$ cat src/ctpg_pkg.sv
package ctpg_pkg;

	// ----------------------------------------------------------------
	// Clock and symbol timing
	// ----------------------------------------------------------------
	localparam int CLK_HZ = 250_000_000;
	localparam int DSC_BAUD_HZ = 1200;
	localparam int AIS_BAUD_HZ = 9600;
	// Symbol periods rounded down to whole cycles
	localparam int DSC_BAUD_CYC = CLK_HZ / DSC_BAUD_HZ;
	localparam int AIS_BAUD_CYC = CLK_HZ / AIS_BAUD_HZ;
	localparam int DIV_W = 18;

	// ----------------------------------------------------------------
	// Register byte offsets
	// ----------------------------------------------------------------
	localparam logic [7:0] REG_CTRL = 8'h00;
	localparam logic [7:0] REG_DSC_MODE = 8'h04;
	localparam logic [7:0] REG_AIS_MODE = 8'h08;
	localparam logic [7:0] REG_AIS_LEN = 8'h0C;
	localparam logic [7:0] REG_AIS_DATA = 8'h10;
	localparam logic [7:0] REG_STATUS = 8'h14;
	localparam logic [7:0] REG_RX_COUNT = 8'h18;

	// ----------------------------------------------------------------
	// Field positions and reset values
	// ----------------------------------------------------------------
	localparam int CTRL_TEST_EN_BIT = 0;
	localparam int ST_BUSY_BIT = 0;
	localparam int ST_UNDERRUN_BIT = 1;
	localparam int ST_RX_PASS_BIT = 2;
	localparam int ST_RX_CLR_BIT = 3;
	localparam int ST_LEVEL_LSB = 8;
	localparam logic [4:0] AIS_LEN_RESET = 5'h15;

	// ----------------------------------------------------------------
	// Frame layout in bits
	// ----------------------------------------------------------------
	localparam logic [7:0] RAMP_BITS = 8'h08;
	localparam logic [7:0] HEADER_BITS = 8'h18;
	localparam logic [7:0] FLAG_BITS = 8'h08;
	localparam logic [7:0] CRC_BITS = 8'h10;
	localparam logic [7:0] SLOT_LAST = 8'hFF;
	localparam logic [7:0] FLAG_PATTERN = 8'h7E;
	localparam logic [15:0] CRC_INIT = 16'hFFFF;
	localparam logic [15:0] CRC_POLY = 16'h1021;
	localparam logic [8:0] PRBS_SEED = 9'h1FF;

	// ----------------------------------------------------------------
	// Receive acknowledgement criterion
	// ----------------------------------------------------------------
	localparam logic [3:0] ACK_TOTAL = 4'hA;
	localparam logic [3:0] ACK_PASS = 4'h8;

	// ----------------------------------------------------------------
	// Buffer shape
	// ----------------------------------------------------------------
	localparam int FIFO_WIDTH = 8;
	localparam int FIFO_DEPTH = 8;

	// ----------------------------------------------------------------
	// Modes and states
	// ----------------------------------------------------------------
	typedef enum logic [2:0] {
		DSC_IDLE = 3'b000,
		DSC_HIGH = 3'b001,
		DSC_LOW = 3'b010,
		DSC_DOTS = 3'b011,
		DSC_PRBS = 3'b100,
		DSC_CARRIER = 3'b101
	} ctpg_dsc_mode_type;

	typedef enum logic [2:0] {
		AIS_IDLE = 3'b000,
		AIS_NORMAL = 3'b001,
		AIS_TEST1 = 3'b010,
		AIS_TEST2 = 3'b011,
		AIS_TEST3 = 3'b100,
		AIS_CARRIER = 3'b101
	} ctpg_ais_mode_type;

	typedef enum logic [2:0] {
		FR_IDLE = 3'b000,
		FR_RAMP_UP = 3'b001,
		FR_HEADER = 3'b010,
		FR_START_FLAG = 3'b011,
		FR_DATA = 3'b100,
		FR_CRC = 3'b101,
		FR_END_FLAG = 3'b110,
		FR_RAMP_DOWN = 3'b111
	} ctpg_frame_state_type;

	typedef struct packed {
		logic test_en;
		ctpg_dsc_mode_type dsc;
		ctpg_ais_mode_type ais;
		logic [4:0] len;
	} ctpg_ctrl_type;

endpackage

$ cat src/ctpg_fifo.sv
`timescale 1ns/1ps
module ctpg_fifo #(
	parameter int WIDTH = 8,
	parameter int DEPTH = 8
) (
	// Clock and reset
	input wire logic clk_i,
	input wire logic rst_i,
	// Fill side
	input wire logic in_valid_i,
	output logic in_ready_o,
	input wire logic [WIDTH-1:0] in_data_i,
	// Drain side
	output logic out_valid_o,
	input wire logic out_ready_i,
	output logic [WIDTH-1:0] out_data_o,
	// Fill level
	output logic [$clog2(DEPTH):0] level_o
);

	localparam int AW = $clog2(DEPTH);

	logic [WIDTH-1:0] mem [DEPTH];
	logic [AW-1:0] wr_ptr;
	logic [AW-1:0] rd_ptr;
	logic [AW:0] count;
	logic push;
	logic pop;

	// Handshakes
	assign in_ready_o = (count != (AW+1)'(DEPTH));
	assign out_valid_o = (count != '0);
	assign push = in_valid_i && in_ready_o;
	assign pop = out_valid_o && out_ready_i;
	assign level_o = count;
	assign out_data_o = mem[rd_ptr];

	// Storage
	always_ff @(posedge clk_i) begin
		if (push) begin
			mem[wr_ptr] <= in_data_i;
		end
	end

	// Pointers and count
	always_ff @(posedge clk_i) begin
		if (rst_i) begin
			wr_ptr <= '0;
			rd_ptr <= '0;
			count <= '0;
		end else begin
			if (push) begin
				wr_ptr <= wr_ptr + 1'b1;
			end
			if (pop) begin
				rd_ptr <= rd_ptr + 1'b1;
			end
			if (push && !pop) begin
				count <= count + 1'b1;
			end else if (pop && !push) begin
				count <= count - 1'b1;
			end
		end
	end

endmodule

$ cat src/ctpg_top.sv
// Functional notes
// Alerting test can hold the modulator steadily on high tone or low tone.
// Alerting test can send continuous alternating high/low dot pattern.
// Alerting test can send repeating 511-bit pseudo-random tone sequence.
// Pseudo-random source is nine-stage shift register, taps five and nine.
// Alerting path can request an unmodulated carrier for testing.
// Position test signal one fills whole frame with 0101 reversals.
// Test signal one is sent without NRZI, bits unchanged on air.
// Test signal two repeats 00001111 over whole frame, no NRZI.
// Test signal three carries pseudo-random data in a framed message, no NRZI.
// NRZI applies to normal frames; bypass only while a test signal runs.
// Transmitter power ramps up before and down after each frame; a frame cut by idle or carrier mode skips the ramp-down.
// Position path can request an unmodulated carrier for testing.
// A one-cycle slot reference edge marks each slot timing instant.
// Receive tones come from outside equipment at 1200 baud.
// Outside equipment sends at least ten identical test acknowledgements.
// Receive check passes when eight of ten acknowledgements decode correctly.
// Normal mode sends software-loaded position frames for outside capture.
// One mode per path at a time; leaving test mode returns to idle; the position path keeps normal mode.
`timescale 1ns/1ps
module ctpg_top #(
	parameter int DSC_BAUD_CYC = ctpg_pkg::DSC_BAUD_CYC,
	parameter int AIS_BAUD_CYC = ctpg_pkg::AIS_BAUD_CYC
) (
	// Clock and reset
	input wire logic clk_i,
	input wire logic rst_i,
	// Wishbone slave
	input wire logic wb_cyc_i,
	input wire logic wb_stb_i,
	input wire logic wb_we_i,
	input wire logic [7:0] wb_adr_i,
	input wire logic [3:0] wb_sel_i,
	input wire logic [31:0] wb_dat_i,
	output logic [31:0] wb_dat_o,
	output logic wb_ack_o,
	// Alerting transmitter
	output logic dsc_tx_en_o,
	output logic dsc_tone_high_o,
	output logic dsc_carrier_o,
	// Alerting receiver decoder results
	input wire logic dsc_rx_ack_good_i,
	input wire logic dsc_rx_ack_bad_i,
	// Position-reporting transmitter
	output logic ais_rf_on_o,
	output logic ais_ramp_up_o,
	output logic ais_ramp_down_o,
	output logic ais_bit_o,
	output logic ais_carrier_o,
	output logic slot_reference_edge_o
);

	// ----------------------------------------------------------------
	// Declarations
	// ----------------------------------------------------------------
	ctpg_pkg::ctpg_ctrl_type ctrl;
	ctpg_pkg::ctpg_frame_state_type state;
	logic [ctpg_pkg::DIV_W-1:0] dsc_div;
	logic [ctpg_pkg::DIV_W-1:0] ais_div;
	logic dsc_tick;
	logic ais_tick;
	logic [8:0] dsc_lfsr;
	logic [8:0] ais_lfsr;
	logic [7:0] slot_cnt;
	logic slot_now;
	logic [7:0] bit_cnt;
	logic [7:0] state_last;
	logic [2:0] pat_cnt;
	logic [15:0] crc;
	logic [7:0] data_byte;
	logic nrzi_level;
	logic raw_bit;
	logic line_bit;
	logic test_sig;
	logic frame_mode;
	logic load_byte;
	logic underrun;
	logic [3:0] ack_good;
	logic [3:0] ack_total;
	logic rx_pass;
	logic req;
	logic wr;
	logic data_wr;
	logic fifo_in_ready;
	logic fifo_out_valid;
	logic [7:0] fifo_out_data;
	logic [3:0] fifo_level;
	logic [31:0] next_rdata;

	// Shift register step, taps at stages five and nine
	function automatic logic [8:0] prbs_step(input logic [8:0] s);
		prbs_step = {s[7:0], s[8] ^ s[4]};
	endfunction

	// ----------------------------------------------------------------
	// Register bus
	// ----------------------------------------------------------------
	assign req = wb_cyc_i && wb_stb_i && !wb_ack_o;
	assign wr = req && wb_we_i && wb_sel_i[0];
	assign data_wr = wr && (wb_adr_i == ctpg_pkg::REG_AIS_DATA);

	// Ack one cycle after request; data writes wait for buffer room
	always_ff @(posedge clk_i) begin
		if (rst_i) begin
			wb_ack_o <= 1'b0;
		end else begin
			wb_ack_o <= req && (!data_wr || fifo_in_ready);
		end
	end

	// Control registers
	always_ff @(posedge clk_i) begin
		if (rst_i) begin
			ctrl.test_en <= 1'b0;
			ctrl.dsc <= ctpg_pkg::DSC_IDLE;
			ctrl.ais <= ctpg_pkg::AIS_IDLE;
			ctrl.len <= ctpg_pkg::AIS_LEN_RESET;
		end else if (wr) begin
			case (wb_adr_i)
				ctpg_pkg::REG_CTRL: begin
					ctrl.test_en <= wb_dat_i[ctpg_pkg::CTRL_TEST_EN_BIT];
					// Leaving test mode drops every test pattern
					if (!wb_dat_i[ctpg_pkg::CTRL_TEST_EN_BIT]) begin
						ctrl.dsc <= ctpg_pkg::DSC_IDLE;
						if (ctrl.ais != ctpg_pkg::AIS_NORMAL) begin
							ctrl.ais <= ctpg_pkg::AIS_IDLE;
						end
					end
				end
				ctpg_pkg::REG_DSC_MODE: begin
					// One encoded mode; test patterns need test mode
					if (ctrl.test_en && wb_dat_i[2:0] <= ctpg_pkg::DSC_CARRIER) begin
						ctrl.dsc <= ctpg_pkg::ctpg_dsc_mode_type'(wb_dat_i[2:0]);
					end else begin
						ctrl.dsc <= ctpg_pkg::DSC_IDLE;
					end
				end
				ctpg_pkg::REG_AIS_MODE: begin
					if (wb_dat_i[2:0] == ctpg_pkg::AIS_NORMAL) begin
						ctrl.ais <= ctpg_pkg::AIS_NORMAL;
					end else if (ctrl.test_en && wb_dat_i[2:0] <= ctpg_pkg::AIS_CARRIER) begin
						ctrl.ais <= ctpg_pkg::ctpg_ais_mode_type'(wb_dat_i[2:0]);
					end else begin
						ctrl.ais <= ctpg_pkg::AIS_IDLE;
					end
				end
				ctpg_pkg::REG_AIS_LEN: begin
					ctrl.len <= wb_dat_i[4:0];
				end
				default: begin
				end
			endcase
		end
	end

	// Read mux
	always_comb begin
		next_rdata = 32'h0000_0000;
		case (wb_adr_i)
			ctpg_pkg::REG_CTRL: next_rdata[0] = ctrl.test_en;
			ctpg_pkg::REG_DSC_MODE: next_rdata[2:0] = ctrl.dsc;
			ctpg_pkg::REG_AIS_MODE: next_rdata[2:0] = ctrl.ais;
			ctpg_pkg::REG_AIS_LEN: next_rdata[4:0] = ctrl.len;
			ctpg_pkg::REG_STATUS: begin
				next_rdata[ctpg_pkg::ST_BUSY_BIT] = (state != ctpg_pkg::FR_IDLE);
				next_rdata[ctpg_pkg::ST_UNDERRUN_BIT] = underrun;
				next_rdata[ctpg_pkg::ST_RX_PASS_BIT] = rx_pass;
				next_rdata[ctpg_pkg::ST_LEVEL_LSB +: 4] = fifo_level;
			end
			ctpg_pkg::REG_RX_COUNT: next_rdata[11:0] = {4'h0, ack_total, ack_good};
			default: next_rdata = 32'h0000_0000;
		endcase
	end

	// Registered read data
	always_ff @(posedge clk_i) begin
		if (rst_i) begin
			wb_dat_o <= 32'h0000_0000;
		end else if (req && !wb_we_i) begin
			wb_dat_o <= next_rdata;
		end
	end

	// ----------------------------------------------------------------
	// Frame data buffer
	// ----------------------------------------------------------------
	ctpg_fifo #(
		.WIDTH(ctpg_pkg::FIFO_WIDTH),
		.DEPTH(ctpg_pkg::FIFO_DEPTH)
	) u_fifo (
		.clk_i(clk_i),
		.rst_i(rst_i),
		.in_valid_i(data_wr),
		.in_ready_o(fifo_in_ready),
		.in_data_i(wb_dat_i[7:0]),
		.out_valid_o(fifo_out_valid),
		.out_ready_i(load_byte),
		.out_data_o(fifo_out_data),
		.level_o(fifo_level)
	);

	// ----------------------------------------------------------------
	// Alerting path
	// ----------------------------------------------------------------
	assign dsc_tick = (dsc_div == ctpg_pkg::DIV_W'(DSC_BAUD_CYC - 1));

	// Symbol rate divider
	always_ff @(posedge clk_i) begin
		if (rst_i || dsc_tick) begin
			dsc_div <= '0;
		end else begin
			dsc_div <= dsc_div + 1'b1;
		end
	end

	// Tone selection per symbol
	always_ff @(posedge clk_i) begin
		if (rst_i) begin
			dsc_tone_high_o <= 1'b0;
			dsc_tx_en_o <= 1'b0;
			dsc_carrier_o <= 1'b0;
			dsc_lfsr <= ctpg_pkg::PRBS_SEED;
		end else begin
			dsc_tx_en_o <= (ctrl.dsc != ctpg_pkg::DSC_IDLE);
			dsc_carrier_o <= (ctrl.dsc == ctpg_pkg::DSC_CARRIER);
			if (ctrl.dsc != ctpg_pkg::DSC_PRBS) begin
				dsc_lfsr <= ctpg_pkg::PRBS_SEED;
			end
			case (ctrl.dsc)
				ctpg_pkg::DSC_HIGH: dsc_tone_high_o <= 1'b1;
				ctpg_pkg::DSC_LOW: dsc_tone_high_o <= 1'b0;
				ctpg_pkg::DSC_DOTS: begin
					if (dsc_tick) begin
						dsc_tone_high_o <= !dsc_tone_high_o;
					end
				end
				ctpg_pkg::DSC_PRBS: begin
					if (dsc_tick) begin
						dsc_tone_high_o <= dsc_lfsr[8];
						dsc_lfsr <= prbs_step(dsc_lfsr);
					end
				end
				default: dsc_tone_high_o <= 1'b0;
			endcase
		end
	end

	// Acknowledgement tally, a clear keeps a new result from the same cycle
	always_ff @(posedge clk_i) begin
		if (rst_i) begin
			ack_good <= 4'h0;
			ack_total <= 4'h0;
		end else begin
			if (wr && wb_adr_i == ctpg_pkg::REG_STATUS && wb_dat_i[ctpg_pkg::ST_RX_CLR_BIT]) begin
				ack_total <= {3'h0, dsc_rx_ack_good_i || dsc_rx_ack_bad_i};
				ack_good <= {3'h0, dsc_rx_ack_good_i};
			end else if (ack_total != ctpg_pkg::ACK_TOTAL) begin
				if (dsc_rx_ack_good_i || dsc_rx_ack_bad_i) begin
					ack_total <= ack_total + 1'b1;
				end
				if (dsc_rx_ack_good_i) begin
					ack_good <= ack_good + 1'b1;
				end
			end
		end
	end

	assign rx_pass = (ack_total == ctpg_pkg::ACK_TOTAL) && (ack_good >= ctpg_pkg::ACK_PASS);

	// ----------------------------------------------------------------
	// Position-reporting path
	// ----------------------------------------------------------------
	assign ais_tick = (ais_div == ctpg_pkg::DIV_W'(AIS_BAUD_CYC - 1));
	assign slot_now = ais_tick && (slot_cnt == ctpg_pkg::SLOT_LAST);
	assign test_sig = (ctrl.ais == ctpg_pkg::AIS_TEST1) || (ctrl.ais == ctpg_pkg::AIS_TEST2)
		|| (ctrl.ais == ctpg_pkg::AIS_TEST3);
	assign frame_mode = test_sig || (ctrl.ais == ctpg_pkg::AIS_NORMAL && fifo_out_valid);

	// Bit rate divider and slot counter
	always_ff @(posedge clk_i) begin
		if (rst_i) begin
			ais_div <= '0;
			slot_cnt <= 8'h00;
			slot_reference_edge_o <= 1'b0;
		end else begin
			ais_div <= ais_tick ? '0 : ais_div + 1'b1;
			if (ais_tick) begin
				slot_cnt <= slot_cnt + 1'b1;
			end
			slot_reference_edge_o <= slot_now;
		end
	end

	// Length of the current frame section
	always_comb begin
		case (state)
			ctpg_pkg::FR_RAMP_UP: state_last = ctpg_pkg::RAMP_BITS - 8'h01;
			ctpg_pkg::FR_HEADER: state_last = ctpg_pkg::HEADER_BITS - 8'h01;
			ctpg_pkg::FR_DATA: state_last = {ctrl.len, 3'b000} - 8'h01;
			ctpg_pkg::FR_CRC: state_last = ctpg_pkg::CRC_BITS - 8'h01;
			ctpg_pkg::FR_RAMP_DOWN: state_last = ctpg_pkg::RAMP_BITS - 8'h01;
			default: state_last = ctpg_pkg::FLAG_BITS - 8'h01;
		endcase
	end

	// Raw bit before line coding
	always_comb begin
		case (state)
			ctpg_pkg::FR_HEADER: raw_bit = pat_cnt[0];
			ctpg_pkg::FR_DATA: begin
				raw_bit = (ctrl.ais == ctpg_pkg::AIS_TEST3) ? ais_lfsr[8]
					: data_byte[bit_cnt[2:0]];
			end
			ctpg_pkg::FR_CRC: raw_bit = !crc[15];
			default: raw_bit = ctpg_pkg::FLAG_PATTERN[bit_cnt[2:0]];
		endcase
		if (ctrl.ais == ctpg_pkg::AIS_TEST1) begin
			raw_bit = pat_cnt[0];
		end else if (ctrl.ais == ctpg_pkg::AIS_TEST2) begin
			raw_bit = pat_cnt[2];
		end
		// Tests go out unaltered, normal frames NRZI coded
		line_bit = test_sig ? raw_bit : (raw_bit ? nrzi_level : !nrzi_level);
	end

	// Fetch next payload byte at each byte boundary
	assign load_byte = ais_tick && (ctrl.ais == ctpg_pkg::AIS_NORMAL) && (bit_cnt[2:0] == 3'h7)
		&& ((state == ctpg_pkg::FR_START_FLAG)
		|| (state == ctpg_pkg::FR_DATA && bit_cnt != state_last));

	// Frame sequencer
	always_ff @(posedge clk_i) begin
		if (rst_i) begin
			state <= ctpg_pkg::FR_IDLE;
			bit_cnt <= 8'h00;
		end else if (ais_tick) begin
			if (state == ctpg_pkg::FR_IDLE) begin
				if (slot_now && frame_mode) begin
					state <= ctpg_pkg::FR_RAMP_UP;
				end
				bit_cnt <= 8'h00;
			end else if (ctrl.ais == ctpg_pkg::AIS_IDLE || ctrl.ais == ctpg_pkg::AIS_CARRIER) begin
				state <= ctpg_pkg::FR_IDLE;
				bit_cnt <= 8'h00;
			end else if (bit_cnt == state_last) begin
				bit_cnt <= 8'h00;
				case (state)
					ctpg_pkg::FR_RAMP_UP: state <= ctpg_pkg::FR_HEADER;
					ctpg_pkg::FR_HEADER: state <= ctpg_pkg::FR_START_FLAG;
					ctpg_pkg::FR_START_FLAG: state <= ctpg_pkg::FR_DATA;
					ctpg_pkg::FR_DATA: state <= ctpg_pkg::FR_CRC;
					ctpg_pkg::FR_CRC: state <= ctpg_pkg::FR_END_FLAG;
					ctpg_pkg::FR_END_FLAG: state <= ctpg_pkg::FR_RAMP_DOWN;
					default: state <= ctpg_pkg::FR_IDLE;
				endcase
			end else begin
				bit_cnt <= bit_cnt + 1'b1;
			end
		end
	end

	// Bit generators, checksum and line coding
	always_ff @(posedge clk_i) begin
		if (rst_i) begin
			pat_cnt <= 3'h0;
			ais_lfsr <= ctpg_pkg::PRBS_SEED;
			crc <= ctpg_pkg::CRC_INIT;
			nrzi_level <= 1'b0;
		end else if (ais_tick) begin
			if (state == ctpg_pkg::FR_IDLE || state == ctpg_pkg::FR_RAMP_UP) begin
				pat_cnt <= 3'h0;
				ais_lfsr <= ctpg_pkg::PRBS_SEED;
				crc <= ctpg_pkg::CRC_INIT;
			end else if (state != ctpg_pkg::FR_RAMP_DOWN) begin
				pat_cnt <= pat_cnt + 1'b1;
				nrzi_level <= line_bit;
				if (state == ctpg_pkg::FR_DATA) begin
					if (ctrl.ais == ctpg_pkg::AIS_TEST3) begin
						ais_lfsr <= prbs_step(ais_lfsr);
					end
					crc <= {crc[14:0], 1'b0} ^ ((crc[15] ^ raw_bit) ? ctpg_pkg::CRC_POLY : 16'h0000);
				end else if (state == ctpg_pkg::FR_CRC) begin
					crc <= {crc[14:0], 1'b1};
				end
			end
		end
	end

	// Payload byte and underrun flag, set wins over clear
	always_ff @(posedge clk_i) begin
		if (rst_i) begin
			data_byte <= 8'h00;
			underrun <= 1'b0;
		end else begin
			if (load_byte) begin
				data_byte <= fifo_out_valid ? fifo_out_data : 8'h00;
			end
			if (load_byte && !fifo_out_valid) begin
				underrun <= 1'b1;
			end else if (wr && wb_adr_i == ctpg_pkg::REG_STATUS
				&& wb_dat_i[ctpg_pkg::ST_UNDERRUN_BIT]) begin
				underrun <= 1'b0;
			end
		end
	end

	// Transmitter control levels
	always_ff @(posedge clk_i) begin
		if (rst_i) begin
			ais_rf_on_o <= 1'b0;
			ais_ramp_up_o <= 1'b0;
			ais_ramp_down_o <= 1'b0;
			ais_carrier_o <= 1'b0;
			ais_bit_o <= 1'b0;
		end else begin
			// Bit lines up with the ramp levels, silent while ramping
			ais_bit_o <= line_bit && (state != ctpg_pkg::FR_IDLE)
				&& (state != ctpg_pkg::FR_RAMP_UP) && (state != ctpg_pkg::FR_RAMP_DOWN);
			ais_rf_on_o <= (state != ctpg_pkg::FR_IDLE);
			ais_ramp_up_o <= (state == ctpg_pkg::FR_RAMP_UP);
			ais_ramp_down_o <= (state == ctpg_pkg::FR_RAMP_DOWN);
			ais_carrier_o <= (ctrl.ais == ctpg_pkg::AIS_CARRIER);
		end
	end

endmodule

$ cat config.mk
export PLATFORM = sky130hd
export DESIGN_NAME = ctpg_top
export DESIGN_NICKNAME = d
export VERILOG_FILES = /design/src/ctpg_pkg.sv /design/src/ctpg_fifo.sv /design/src/ctpg_top.sv
export SDC_FILE = /design/constraint.sdc
export NUM_CORES = 1
export LEC_CHECK = 0
export BUFFER_PORTS_ARGS = -buffer_cell sky130_fd_sc_hd__buf_2
export CAP_MARGIN = 20
export CELL_PAD_IN_SITES_DETAIL_PLACEMENT = 1
export CELL_PAD_IN_SITES_GLOBAL_PLACEMENT = 1
export CORE_MARGIN = 2
export CORE_UTILIZATION = 50
export DETAILED_ROUTE_END_ITERATION = 12
export PLACE_DENSITY = 0.85
export SYNTH_ARGS = -nofsm -noshare
export SYNTH_HDL_FRONTEND = slang
export SYNTH_SLANG_ARGS = --single-unit
export TNS_END_PERCENT = 10
$ cat constraint.sdc
create_clock -name clk_i -period 5.6 [get_ports clk_i]
set_input_delay 1.4 -clock clk_i [delete_from_list [all_inputs] [get_ports clk_i]]
set_output_delay 1.4 -clock clk_i [all_outputs]
set_load 0.02 [all_outputs]
==> run summary, run 1 <==
- **wire length after detailed routing** 25000 µm
- **worst clock skew** 0.0206 ns
- **clock transition at the registers of the reported paths** 0.06 ns
- **endpoints failing hold** 0
- **Yosys warning total** 0
- **Skew-Pair Late Insertion Delay** 0.53 ns
- **Fmax achieved** 0.237 GHz
- **number of DRC violations after detailed routing** 0
- **Net count, final** 1082
- **P_leak** 3.93 nW
- **proportion of total power due to net switching** 21.3%
- **area of the mapped netlist** 0.0100 mm²
- **path length in cells of the critical path** 13
- **final critical delay including setup and external delays** 4.23 ns
- **WP buf/inv** 1
- **r2r setup slk** 1.37 ns
- **number of top-level pins** 93
- **kind of capture point of the worst setup path** flip-flop
- **die width** 146 µm
- **count of vias placed by the detailed router** 7445
- **beginning of the worst hold path** wb_dat_o[8]
- **share of synthesized cell area in full adder, half adder and majority cells** 2.45%
- **required time of the critical path** 6.04 ns
- **Die Y-Extent** 146 µm
- **Layout Area Growth over Synthesis** 11.5%
- **main combinational cell family by area after synthesis** simple AND/OR/NAND/NOR gates
- **Combinational Power Share** 2.8%
- **total number of H-tree levels** 1
- **number of enable flip-flop cells after synthesis** 64
- **cell depth of the worst flop-to-flop path** 13
- **worst-margin pin slew** 1.08 ns
- **clock root cell** clkbuf_16
- **total of cells resized after clock tree synthesis** 0
- **Core ar.** 0.0196 mm²
- **simple-gate share of the synthesized area** 20.5%
- **capture point of the worst reg-to-reg path** u_fifo.level_o[3]
- **top flip-flop cell by instance count after synthesis** dfxtp_1
- **category of the most critical setup path** reg2reg
- **Worst path max stage delay** 0.99 ns
- **Final Max Slew Viols** 0
- **Worst IR Drop VDD** 217 µV
- **family with the most delay on the worst path** compound AO/OA/AOI/OAI gates
- **per-cell routed wire length** 19.3 µm
- **global-route wire length before repair** 40700 µm
- **Detailed Routing Iterations Pass 1** 4
- **all-layer global routing usage** 23.3%
- **antenna cell count** 0
- **timing endpoint of the critical path** u_fifo.level_o[3]
- **placement row count** 51
- **vias in the first global route** 7881
- **Int Power** 2.66 mW
- **antenna violations before repair** 0
- **crit path cell chain** nor3b_2 -> a21o_1 -> a2111oi_2 -> nand4_2 -> o211ai_2 -> ha_1 -> inv_1 -> ha_1 -> a21o_1 -> a21oi_1 -> xnor2_1 -> or3_1 -> a21oi_1
- **setup repair after global routing missed its margin** false
- **compound-cell area share of the yosys netlist** 9.09%
- **kind of path behind the tightest hold check** reg2reg
- **final count of negative-setup-slack endpoints** 0
- **power density cells** 302 mW/mm²
- **Critical Path Start Type** flip-flop
- **data arrival time of the critical path** 4.66 ns
- **Total Neg Setup Slack** 0 ns
- **largest buffer count on any clock path** 3
- **via density per instance** 5.75
- **share of cell area taken by muxes after synthesis** 7.33%
- **# clock sinks** 222
- **clock network power share** 47.8%
- **sequential group share of total power** 49.4%
- **Max Cap Violations** 0
- **placed cell areas** 0.0103 mm²
- **status** finished, final reports clean
- **worst-case headroom to the max-slew limit** 27.4%
- **distinct cell type count after synthesis** 87
- **TritonCTS buffer count** 24
- **start point of the critical path** state[1]
- **placed cells** 1250
- **power after layout** 3.38 mW
- **xor/xnor cell area share of the yosys netlist** 5.33%
- **layout cell share with drive strength beyond 1** 14.0%
- **Avg Cell Area, Syn** 10.2 µm²
- **fraction of synthesis flops using an asynchronous set or reset pin** 0%
- **starting density of the core** 51.2%
- **final global-route overflow total** 0
- **number of setup buffers added after CTS** 0
- **Psw** 0.722 mW
- **FF-to-FF Start** state[1]
- **Hold-fix buffers, CTS** 0
- **remaining antenna violation count after routing** 0
- **hpwl dp** 16700 µm
- **cell with the biggest individual delay on the critical path** dfxtp_1
- **Seq/Total Area, Yosys** 50.7%
- **synthesized instance count** 984
- **Buffers on Ports** 45
- **post-route cell area** 0.0112 mm²
- **global placer's final weighted congestion** 0.791
- **filler-free cell count of the finished design** 1295
- **largest net degree at the start of global routing** 50
- **period utilisation layout** 75.5%
- **Critical Path Fanout Max** 32
- **drt first-iter violations** 428
- **die footprint** 0.0212 mm²
- **TritonCTS clock tree** built
- **post-synthesis sequential element count** 222
-- power by group through the flow --
stage,logic (mW),registers [mW],clock network (mW)
finish,0.0939,1.67,1.62
global route,0.104,1.67,1.70
CTS,0.0948,1.67,1.64
detailed placement,0.0931,1.70,0
global placement,0.0890,1.70,0
floorplan,0.0706,1.70,0
-- routing by layer --
layer	wire length [µm]	up-vias	GRT usage, %
met5	0	-	0
met4	483	0	7.50
met3	1160	45	3.76
met2	12800	165	41.5
met1	10600	3682	29.1
li1	-	3553	-
-- layout make-up --
class                           count  area, µm²
Timing Repair Buffer               54        313
Sequential cell                   222       5080
Tap cell                          265        332
Clock buffer                       37        721
Inverter                           22       82.6
Fill cell                        2172       8410
Multi-Input combinational cell    688       4560
Clock inverter                      7       85.1
-- cell families after synthesis --
| group | count (synthesis) |
|---|---|
| compound gates | 137 |
| xor+xnor | 61 |
| fa+ha+maj | 19 |
| buf+inv | 93 |
| flops | 222 |
| mux | 52 |
| other cells | 1 |
| simple gates | 399 |
-- registers in the layout, summed over array words and instances (netlist names), 3 cells and up, named ones only --
register        cells
state               3
u_fifo.rd_ptr       3
u_fifo.level_o      4
ack_good            4
wb_dat_o           12
ack_total           4
dsc_div            18
u_fifo.mem         64
ais_lfsr            9
u_fifo.wr_ptr       3
bit_cnt             8
ctrl               12
dsc_lfsr            9
slot_cnt            8
ais_div            18
crc                16
data_byte           8
pat_cnt             3
-- through the flow --
| stage | setup WS (ns) | hold slack (ns) | utilization (%) |
|---|---|---|---|
| 5_1_grt | 1.03 | 0.493 | 57.1 |
| 6_report | 1.37 | 0.458 | 57.1 |
| 2_1_floorplan | 1.44 | 0.437 | - |
| 3_3_place_gp | 1.15 | 0.442 | 52.8 |
| 4_1_cts | 1.38 | 0.461 | 56.9 |
| 3_5_place_dp | 1.05 | 0.448 | 52.8 |
-- worst reg2reg max path, delay by kind of cell (launching register included) --
| family | cells | cell delay (ns) |
|---|---|---|
| buf+inv | 1 | 0.10 |
| simple gates | 3 | 0.85 |
| flops | 1 | 0.99 |
| compound gates | 6 | 1.56 |
| xor+xnor | 1 | 0.09 |
| fa+ha+maj | 2 | 0.55 |
-- synth_stat cells, types with 22 or more instances --
library cell  count  area share (%)
nand2_1          90             3.4
mux2i_1          34             3.4
clkbuf_1         34             1.3
nor2_1          123             4.6
xor2_1           35             3.1
a21oi_1          34             1.7
buf_4            22             1.6
dfxtp_1         158              32
o21ai_0          31             1.5
edfxtp_1         64              19
nand3_1          32             1.6
nor3_1           27             1.3
xnor2_1          26             2.3
-- worst min-delay path by stage --
| stage | end | slack [ns] | depth (start not counted) |
|---|---|---|---|
| 6_report | wb_dat_o[8] | 0.46 | 2 |
| 3_3_place_gp | wb_dat_o[8] | 0.44 | 2 |
| 4_1_cts | wb_dat_o[8] | 0.46 | 2 |
| 2_1_floorplan | ais_div[0] | 0.44 | 1 |
| 5_1_grt | wb_dat_o[9] | 0.49 | 2 |
| 3_5_place_dp | wb_dat_o[8] | 0.45 | 2 |
-- cells in the final DEF (no fill, tap or decap), types with 20 or more instances in the layout --
master	instances
nor2_1	123
nor3_1	27
conb_1	20
xor2_1	35
o21ai_0	31
edfxtp_1	64
xnor2_1	26
clkbuf_16	25
inv_1	21
dfxtp_1	158
nand2_1	90
nand3_1	32
mux2i_1	34
a21oi_1	34
buf_2	45
Power figures use the tool's default switching activity.
==> run 2, diff against run 1 <==
--- a/config.mk
+++ b/config.mk
@@ -10,9 +10,9 @@
 export CELL_PAD_IN_SITES_DETAIL_PLACEMENT = 1
 export CELL_PAD_IN_SITES_GLOBAL_PLACEMENT = 1
 export CORE_MARGIN = 2
-export CORE_UTILIZATION = 50
+export CORE_UTILIZATION = 47
 export DETAILED_ROUTE_END_ITERATION = 12
-export PLACE_DENSITY = 0.85
+export PLACE_DENSITY = 0.81
 export SYNTH_ARGS = -nofsm -noshare
 export SYNTH_HDL_FRONTEND = slang
 export SYNTH_SLANG_ARGS = --single-unit
==> constraint.sdc (replaced) <==
create_clock -name clk_i -period 4.2 [get_ports clk_i]
set_input_delay 1.05 -clock clk_i [delete_from_list [all_inputs] [get_ports clk_i]]
set_output_delay 1.05 -clock clk_i [all_outputs]
set_load 0.02 [all_outputs]
==> run 2 against run 1 <==
  * Clock power is 25% higher
  * Setup slack worse by 0.83 ns
  * Sequential power is 34% higher
  * Clock-buffer cell count is 2 lower
  * Clock skew is 0.00051 ns lower
  * Via count is 0.20% lower
  * Cell area is 0.53% higher
  * Combinational power is 34% higher
==> run summary, run 2 (synthesis results as in run 1) <==
- **status** finished, final reports clean
- **worst clock skew** 0.0201 ns, -0.000514 ns
- **count of vias placed by the detailed router** 7430, -0.20%
- **die width** 150 µm, +3.1%
- **largest net degree at the start of global routing** 79, +58%
- **commonest non-fill, non-tap cell in the layout** dfxtp_1
- **remaining antenna violation count after routing** 0, unchanged
- **Detailed Routing Iterations Pass 1** 5, +1
- **layout cell share with drive strength beyond 1** 14.8%, +0.80 points
- **hold slack** 0.466 ns, +0.00807 ns
- **starting density of the core** 47.8%, -3.3 points
- **period utilisation layout** 87.1%, +12 points
- **Total Neg Setup Slack** 0 ns, unchanged
- **placed cell areas** 0.0105 mm², +1.1%
- **Skew-Pair Late Insertion Delay** 0.52 ns, about the same
- **required time of the critical path** 4.64 ns, -1.40 ns
- **category of the most critical setup path** reg2reg
- **post-route cell area** 0.0112 mm², +0.53%
- **crit path cell chain** nor3b_2 -> nand3_1 -> a2111oi_2 -> nand4_2 -> o211ai_2 -> ha_1 -> inv_1 -> ha_1 -> a21o_1 -> a21oi_1 -> xnor2_1 -> or3_1 -> a21oi_1
- **Max Cap Violations** 0, unchanged
- **clock transition at the registers of the reported paths** 0.06 ns, about the same
- **number of setup buffers added after CTS** 0, unchanged
- **global-route wire length before repair** 39000 µm, -4.3%
- **Core ar.** 0.0210 mm², +7.0%
- **Fmax achieved** 0.274 GHz, +16%
- **power after layout** 4.38 mW, +30%
- **biggest regs** u_fifo.mem (64), ais_div (18), dsc_div (18)
- **worst-margin pin slew** 1.04 ns, -0.0393 ns
- **number of top-level pins** 93, unchanged
- **P_leak** 3.98 nW, +1.1%
- **Util after Layout** 53.6%, -3.4 points
- **placement row count** 53, +3.9%
- **Critical Path Start Type** flip-flop
- **final count of negative-setup-slack endpoints** 0, unchanged
- **vias in the first global route** 7534, -4.4%
- **cell with the biggest individual delay on the critical path** dfxtp_1
- **hpwl dp** 15800 µm, -5.2%
- **total number of H-tree levels** 1, unchanged
- **Worst IR Drop VDD** 253 µV, +16%
- **Buffers on Ports** 45, unchanged
- **largest register by flop count** u_fifo.mem
- **drt first-iter violations** 285, -33%
- **TritonCTS clock tree** built
- **Layout Area Growth over Synthesis** 12.1%
- **WP buf/inv** 1, unchanged
- **setup repair after global routing missed its margin** false
- **power density cells** 390 mW/mm², +29%
- **family with the most delay on the worst path** compound AO/OA/AOI/OAI gates
- **number of flip-flops in the largest register** 64, unchanged
- **Hold-fix buffers, CTS** 0, unchanged
- **wire length after detailed routing** 23600 µm, -5.7%
- **# clock sinks** 222, unchanged
- **per-cell routed wire length** 17.9 µm, -7.3%
- **antenna violations before repair** 0, unchanged
- **most frequent cells in the layout** dfxtp_1, nor2_1, nand2_1
- **via density per instance** 5.64, -1.9%
- **kind of capture point of the worst setup path** flip-flop
- **Die Y-Extent** 150 µm, +3.1%
- **worst-case headroom to the max-slew limit** 30.0%, +2.6 points
- **endpoints failing hold** 0, unchanged
- **antenna cell count** 0, unchanged
- **Layout fillers** 2357, +8.5%
- **Final Max Slew Viols** 0, unchanged
- **die footprint** 0.0225 mm², +6.2%
- **TritonCTS buffer count** 24, unchanged
- **Worst path max stage delay** 0.52 ns, -0.47 ns
- **data arrival time of the critical path** 4.10 ns, -0.56 ns
- **total of cells resized after clock tree synthesis** 0, unchanged
- **clock root cell** clkbuf_16
- **final global-route overflow total** 0, unchanged
- **largest buffer count on any clock path** 3, unchanged
- **final critical delay including setup and external delays** 3.66 ns, -0.569 ns
- **global placer's final weighted congestion** 0.807, +2.0%
- **number of DRC violations after detailed routing** 0, unchanged
- **Critical Path Fanout Max** 11, -66%
- **kind of path behind the tightest hold check** reg2reg
- **all-layer global routing usage** 21.4%, -2.0 points
- **Net count, final** 1096, +1.3%
## run 2: per-stage QoR
stage,setup slack (ns),cells
floorplan,0.393,1003
global placement,0.351,1274
detailed placement,0.174,1274
CTS,0.540,1316
global route,0.280,1317
finish,0.544,1317
## run 2: final timing paths
| check | from | endpoint | slack, ns | cells past startpoint |
|---|---|---|---|---|
| max | state[2] | u_fifo.level_o[3] | 0.54 | 13 |
| min | wb_dat_o[8] | wb_dat_o[8] | 0.47 | 2 |
| max reg2reg | state[2] | u_fifo.level_o[3] | 0.54 | 13 |
| min reg2reg | wb_dat_o[8] | wb_dat_o[8] | 0.47 | 2 |
## run 2: worst min-delay path: stages, from the launching register on
cell,delay (ns)
dfxtp_1,0.31
nand2_1,0.06
a21oi_1,0.05
## run 2: area by class of cell
class	instances	area (µm²)	area share [%]
clock buffer	35	703	6.26
clock inverter	7	56.3	0.501
inverter	22	82.6	0.735
multi-input combinational	688	4560	40.6
sequential	222	5080	45.3
tap	275	344	3.06
timing repair buffer	68	405	3.61
## run 2: power breakdown
group | leakage [nW] | switching, mW | internal (mW)
logic | 1.75 | 0.0931 | 0.0331
clock network | 0.374 | 0.818 | 1.21
registers | 1.85 | 0.0143 | 2.21
total | 3.98 | 0.925 | 3.46
## run 2: metal layers
layer | GRT usage (%) | vias up | routed length (µm)
met1 | 28.6 | 3640 | 10500
li1 | - | 3579 | -
met2 | 36.3 | 171 | 11700
met4 | 6.04 | 0 | 497
met3 | 2.96 | 40 | 959
met5 | 0 | - | 0
==> run 3, diff against run 2 <==
--- a/config.mk
+++ b/config.mk
@@ -15,5 +15,6 @@
 export PLACE_DENSITY = 0.81
 export SYNTH_ARGS = -nofsm -noshare
 export SYNTH_HDL_FRONTEND = slang
+export SYNTH_HIERARCHICAL = 1
 export SYNTH_SLANG_ARGS = --single-unit
 export TNS_END_PERCENT = 10
==> run 3 against run 2 <==
  * Critical path depth is 3 higher
  * Fmax is 6.2% lower
  * Core utilization rose by 0.15 points
  * Cell area grew 0.59%
  * Worst hold slack lost 0.014 ns
  * Die area up 0.15%
  * Routed wire length grew 0.69%
  * Register-to-register slack got worse by 0.24 ns
  * Via count unchanged
  * Global-route usage hardly changed
  * Highest routed layer unchanged
==> run summary, run 3 <==
- **Int Power** 3.52 mW, +1.8%
- **kind of path behind the tightest hold check** reg2reg
- **placed cells** 1269, -0.39%
- **Core ar.** 0.0210 mm², +0.32%
- **status** finished, final reports clean
- **synthesized instance count** 974, -1.0%
- **via density per instance** 5.65, +0.23%
- **most common cell in the netlist** dfxtp_1
- **antenna violations before repair** 0, unchanged
- **number of flip-flops in the largest register** 64, unchanged
- **Worst path max stage delay** 0.41 ns, -0.11 ns
- **drt first-iter violations** 388, +36%
- **kind of capture point of the worst setup path** flip-flop
- **area of combinational cells with multiple inputs** 0.00459 mm², +0.63%
- **Critical Path Fanout Max** 5, -6
- **Max Cap Violations** 0, unchanged
- **most frequent cells after synthesis** dfxtp_1, nor2_1, nand2_1
- **Worst IR Drop VDD** 364 µV, +44%
- **Fmax achieved** 0.256 GHz, -6.2%
- **global placer's final weighted congestion** 0.812, +0.68%
- **hpwl dp** 16000 µm, +0.99%
- **vias in the first global route** 7392, -1.9%
- **placement row count** 53, unchanged
- **required time of the critical path** 4.60 ns, -0.04 ns
- **Buffers on Ports** 45, unchanged
- **Total Neg Setup Slack** 0 ns, unchanged
- **filler-free cell count of the finished design** 1314, -0.23%
- **TritonCTS buffer count** 24, unchanged
- **area fraction of the dominant cell type after synthesis** 31.5%, -0.051 points
- **fraction of synthesis flops using an asynchronous set or reset pin** 0%, unchanged
- **global-route wire length before repair** 38600 µm, -1.0%
- **Avg Cell Area, Syn** 10.3 µm², +1.2%
- **setup repair after global routing missed its margin** false
- **largest register by flop count** u_fifo/mem
- **clock network power share** 47.4%, +1.1 points
- **layout cell share with drive strength beyond 1** 12.9%, -1.9 points
- **top flip-flop cell by instance count after synthesis** dfxtp_1
- **Hold-fix buffers, CTS** 0, unchanged
- **per-cell routed wire length** 18.1 µm, +0.92%
- **starting density of the core** 47.8%, -0.074 points
- **crit path cell chain** inv_1 -> ha_1 -> xor2_1 -> a21o_1 -> a2111oi_4 -> nand4_2 -> o21ai_4 -> inv_1 -> nand2_1 -> ha_1 -> inv_1 -> ha_1 -> a21oi_1 -> a211oi_1 -> a31oi_1 -> mux2_2
- **Seq/Total Area, Yosys** 50.6%, -0.082 points
- **endpoints failing hold** 0, unchanged
- **area of the mapped netlist** 0.0100 mm², +0.16%
- **count of vias placed by the detailed router** 7430, unchanged
- **TritonCTS clock tree** built
- **worst-case headroom to the max-slew limit** 31.4%, +1.4 points
- **largest buffer count on any clock path** 3, unchanged
- **commonest non-fill, non-tap cell in the layout** dfxtp_1
- **sequential group share of total power** 50.0%, -0.8 points
- **Skew-Pair Late Insertion Delay** 0.51 ns, about the same
- **Detailed Routing Iterations Pass 1** 5, unchanged
- **Die Y-Extent** 150 µm, about the same
- **Layout Area Growth over Synthesis** 12.6%
- **number of top-level pins** 93, unchanged
- **sequential standard cell area** 0.00508 mm², unchanged
- **P_leak** 4.10 nW, +3.1%
- **die footprint** 0.0225 mm², +0.15%
- **Final Max Slew Viols** 0, unchanged
- **Yosys warning total** 6, +6
- **worst clock skew** 0.00579 ns, -0.0143 ns
- **post-synthesis sequential element count** 222, unchanged
- **largest net degree at the start of global routing** 43, -46%
- **Layout fillers** 2311, -2.0%
- **distinct cell type count after synthesis** 82, -5.7%
- **cell with the biggest individual delay on the critical path** dfxtp_1
- **power density cells** 394 mW/mm², +1.0%
- **period utilisation layout** 92.8%, +5.8 points
- **biggest regs** u_fifo/mem (64), ais_div (18), dsc_div (18)
- **wire length after detailed routing** 23700 µm, +0.69%
- **final count of negative-setup-slack endpoints** 0, unchanged
- **worst-margin pin slew** 1.02 ns, -0.0174 ns
- **most frequent cells in the layout** dfxtp_1, nor2_1, nand2_1
- **Combinational Power Share** 2.6%, -0.3 points
- **# clock sinks** 222, unchanged
- **final global-route overflow total** 0, unchanged
- **Psw** 0.932 mW, +0.71%
- **category of the most critical setup path** reg2reg
- **dominant cells by area after synthesis** dfxtp_1, edfxtp_1, mux4_1, nor2_1, xor2_1
- **number of enable flip-flop cells after synthesis** 64, unchanged
- **final critical delay including setup and external delays** 3.90 ns, +0.243 ns
- **antenna cell count** 0, unchanged
- **die width** 150 µm, about the same
- **Critical Path Start Type** flip-flop
- **clock transition at the registers of the reported paths** 0.06 ns, about the same
- **all-layer global routing usage** 21.3%, about the same
- **remaining antenna violation count after routing** 0, unchanged
- **Net count, final** 1093, -0.27%
- **number of DRC violations after detailed routing** 0, unchanged
- **data arrival time of the critical path** 4.30 ns, +0.20 ns
- **total number of H-tree levels** 1, unchanged
- **r2r setup slk** 0.30 ns, -0.24 ns
- **clock root cell** clkbuf_16
- **proportion of total power due to net switching** 20.9%, -0.19 points
- **cell taking the most area after synthesis** dfxtp_1
[run 3: kinds of logic after synthesis]
logic type               after synthesis  synth area share, %
AND/OR/NAND/NOR                      396                 20.2
buffers and inverters                 86                 4.42
flip-flops                           222                 50.6
adder cells (fa/ha/maj)               19                 2.44
AO/OA/AOI/OAI                        141                 9.31
XOR/XNOR                              60                 5.23
other                                  1               0.0373
multiplexers                          49                 7.73
[run 3: power by group through the flow]
stage	clock, mW	combinational [mW]	sequential [mW]
floorplan	0	0.0831	2.27
global placement	0	0.113	2.27
detailed placement	0	0.116	2.27
CTS	2.15	0.117	2.23
global route	2.23	0.132	2.23
finish	2.11	0.116	2.23
[run 3: layout make-up]
type,count,area share [%]
Sequential cell,222,45.0
Multi-Input combinational cell,685,40.6
Clock buffer,34,6.19
Timing Repair Buffer,71,3.72
Tap cell,275,3.04
Clock inverter,8,0.830
Inverter,19,0.631
[run 3: through the flow]
step	instance area (µm²)	util (%)	worst slack [ns]	hold WS (ns)	total power, mW
detailed placement	10500	49.9	0.294	0.444	2.39
floorplan	10100	-	0.620	0.429	2.36
global route	11300	53.8	0.0779	0.481	4.59
finish	11300	53.8	0.301	0.451	4.45
CTS	11300	53.7	0.209	0.454	4.50
global placement	10500	49.9	0.432	0.438	2.39
[run 3: repair_timing]
action / CTS / global route
buffers inserted: 0 / 3
gates resized for setup: 0 / 0
endpoints found under the setup margin: 0 / 1
[run 3: final timing paths]
| check | from | end | depth (start not counted) |
|---|---|---|---|
| worst max register to register | ctrl[0] | u_fifo/level_o[3] | 16 |
| worst min register to register | data_byte[2] | data_byte[2] | 2 |
| worst min-delay path | data_byte[2] | data_byte[2] | 2 |
| worst max-delay path | ctrl[0] | u_fifo/level_o[3] | 16 |
[run 3: worst max-delay path: cells and delay by family (launching register included)]
kind	cells	cell delay [ns]
AO/OA/AOI/OAI	6	1.39
flip-flops	1	0.41
AND/OR/NAND/NOR	2	0.37
adder cells (fa/ha/maj)	3	0.76
buffers and inverters	3	0.32
XOR/XNOR	1	0.18
multiplexers	1	0.35
[run 3: per-layer routing]
metal,part of all wire (%),GRT usage [%]
met1,45,28.5
met2,48,35.8
met3,4.3,3.12
met4,2.8,7.03
met5,0,0
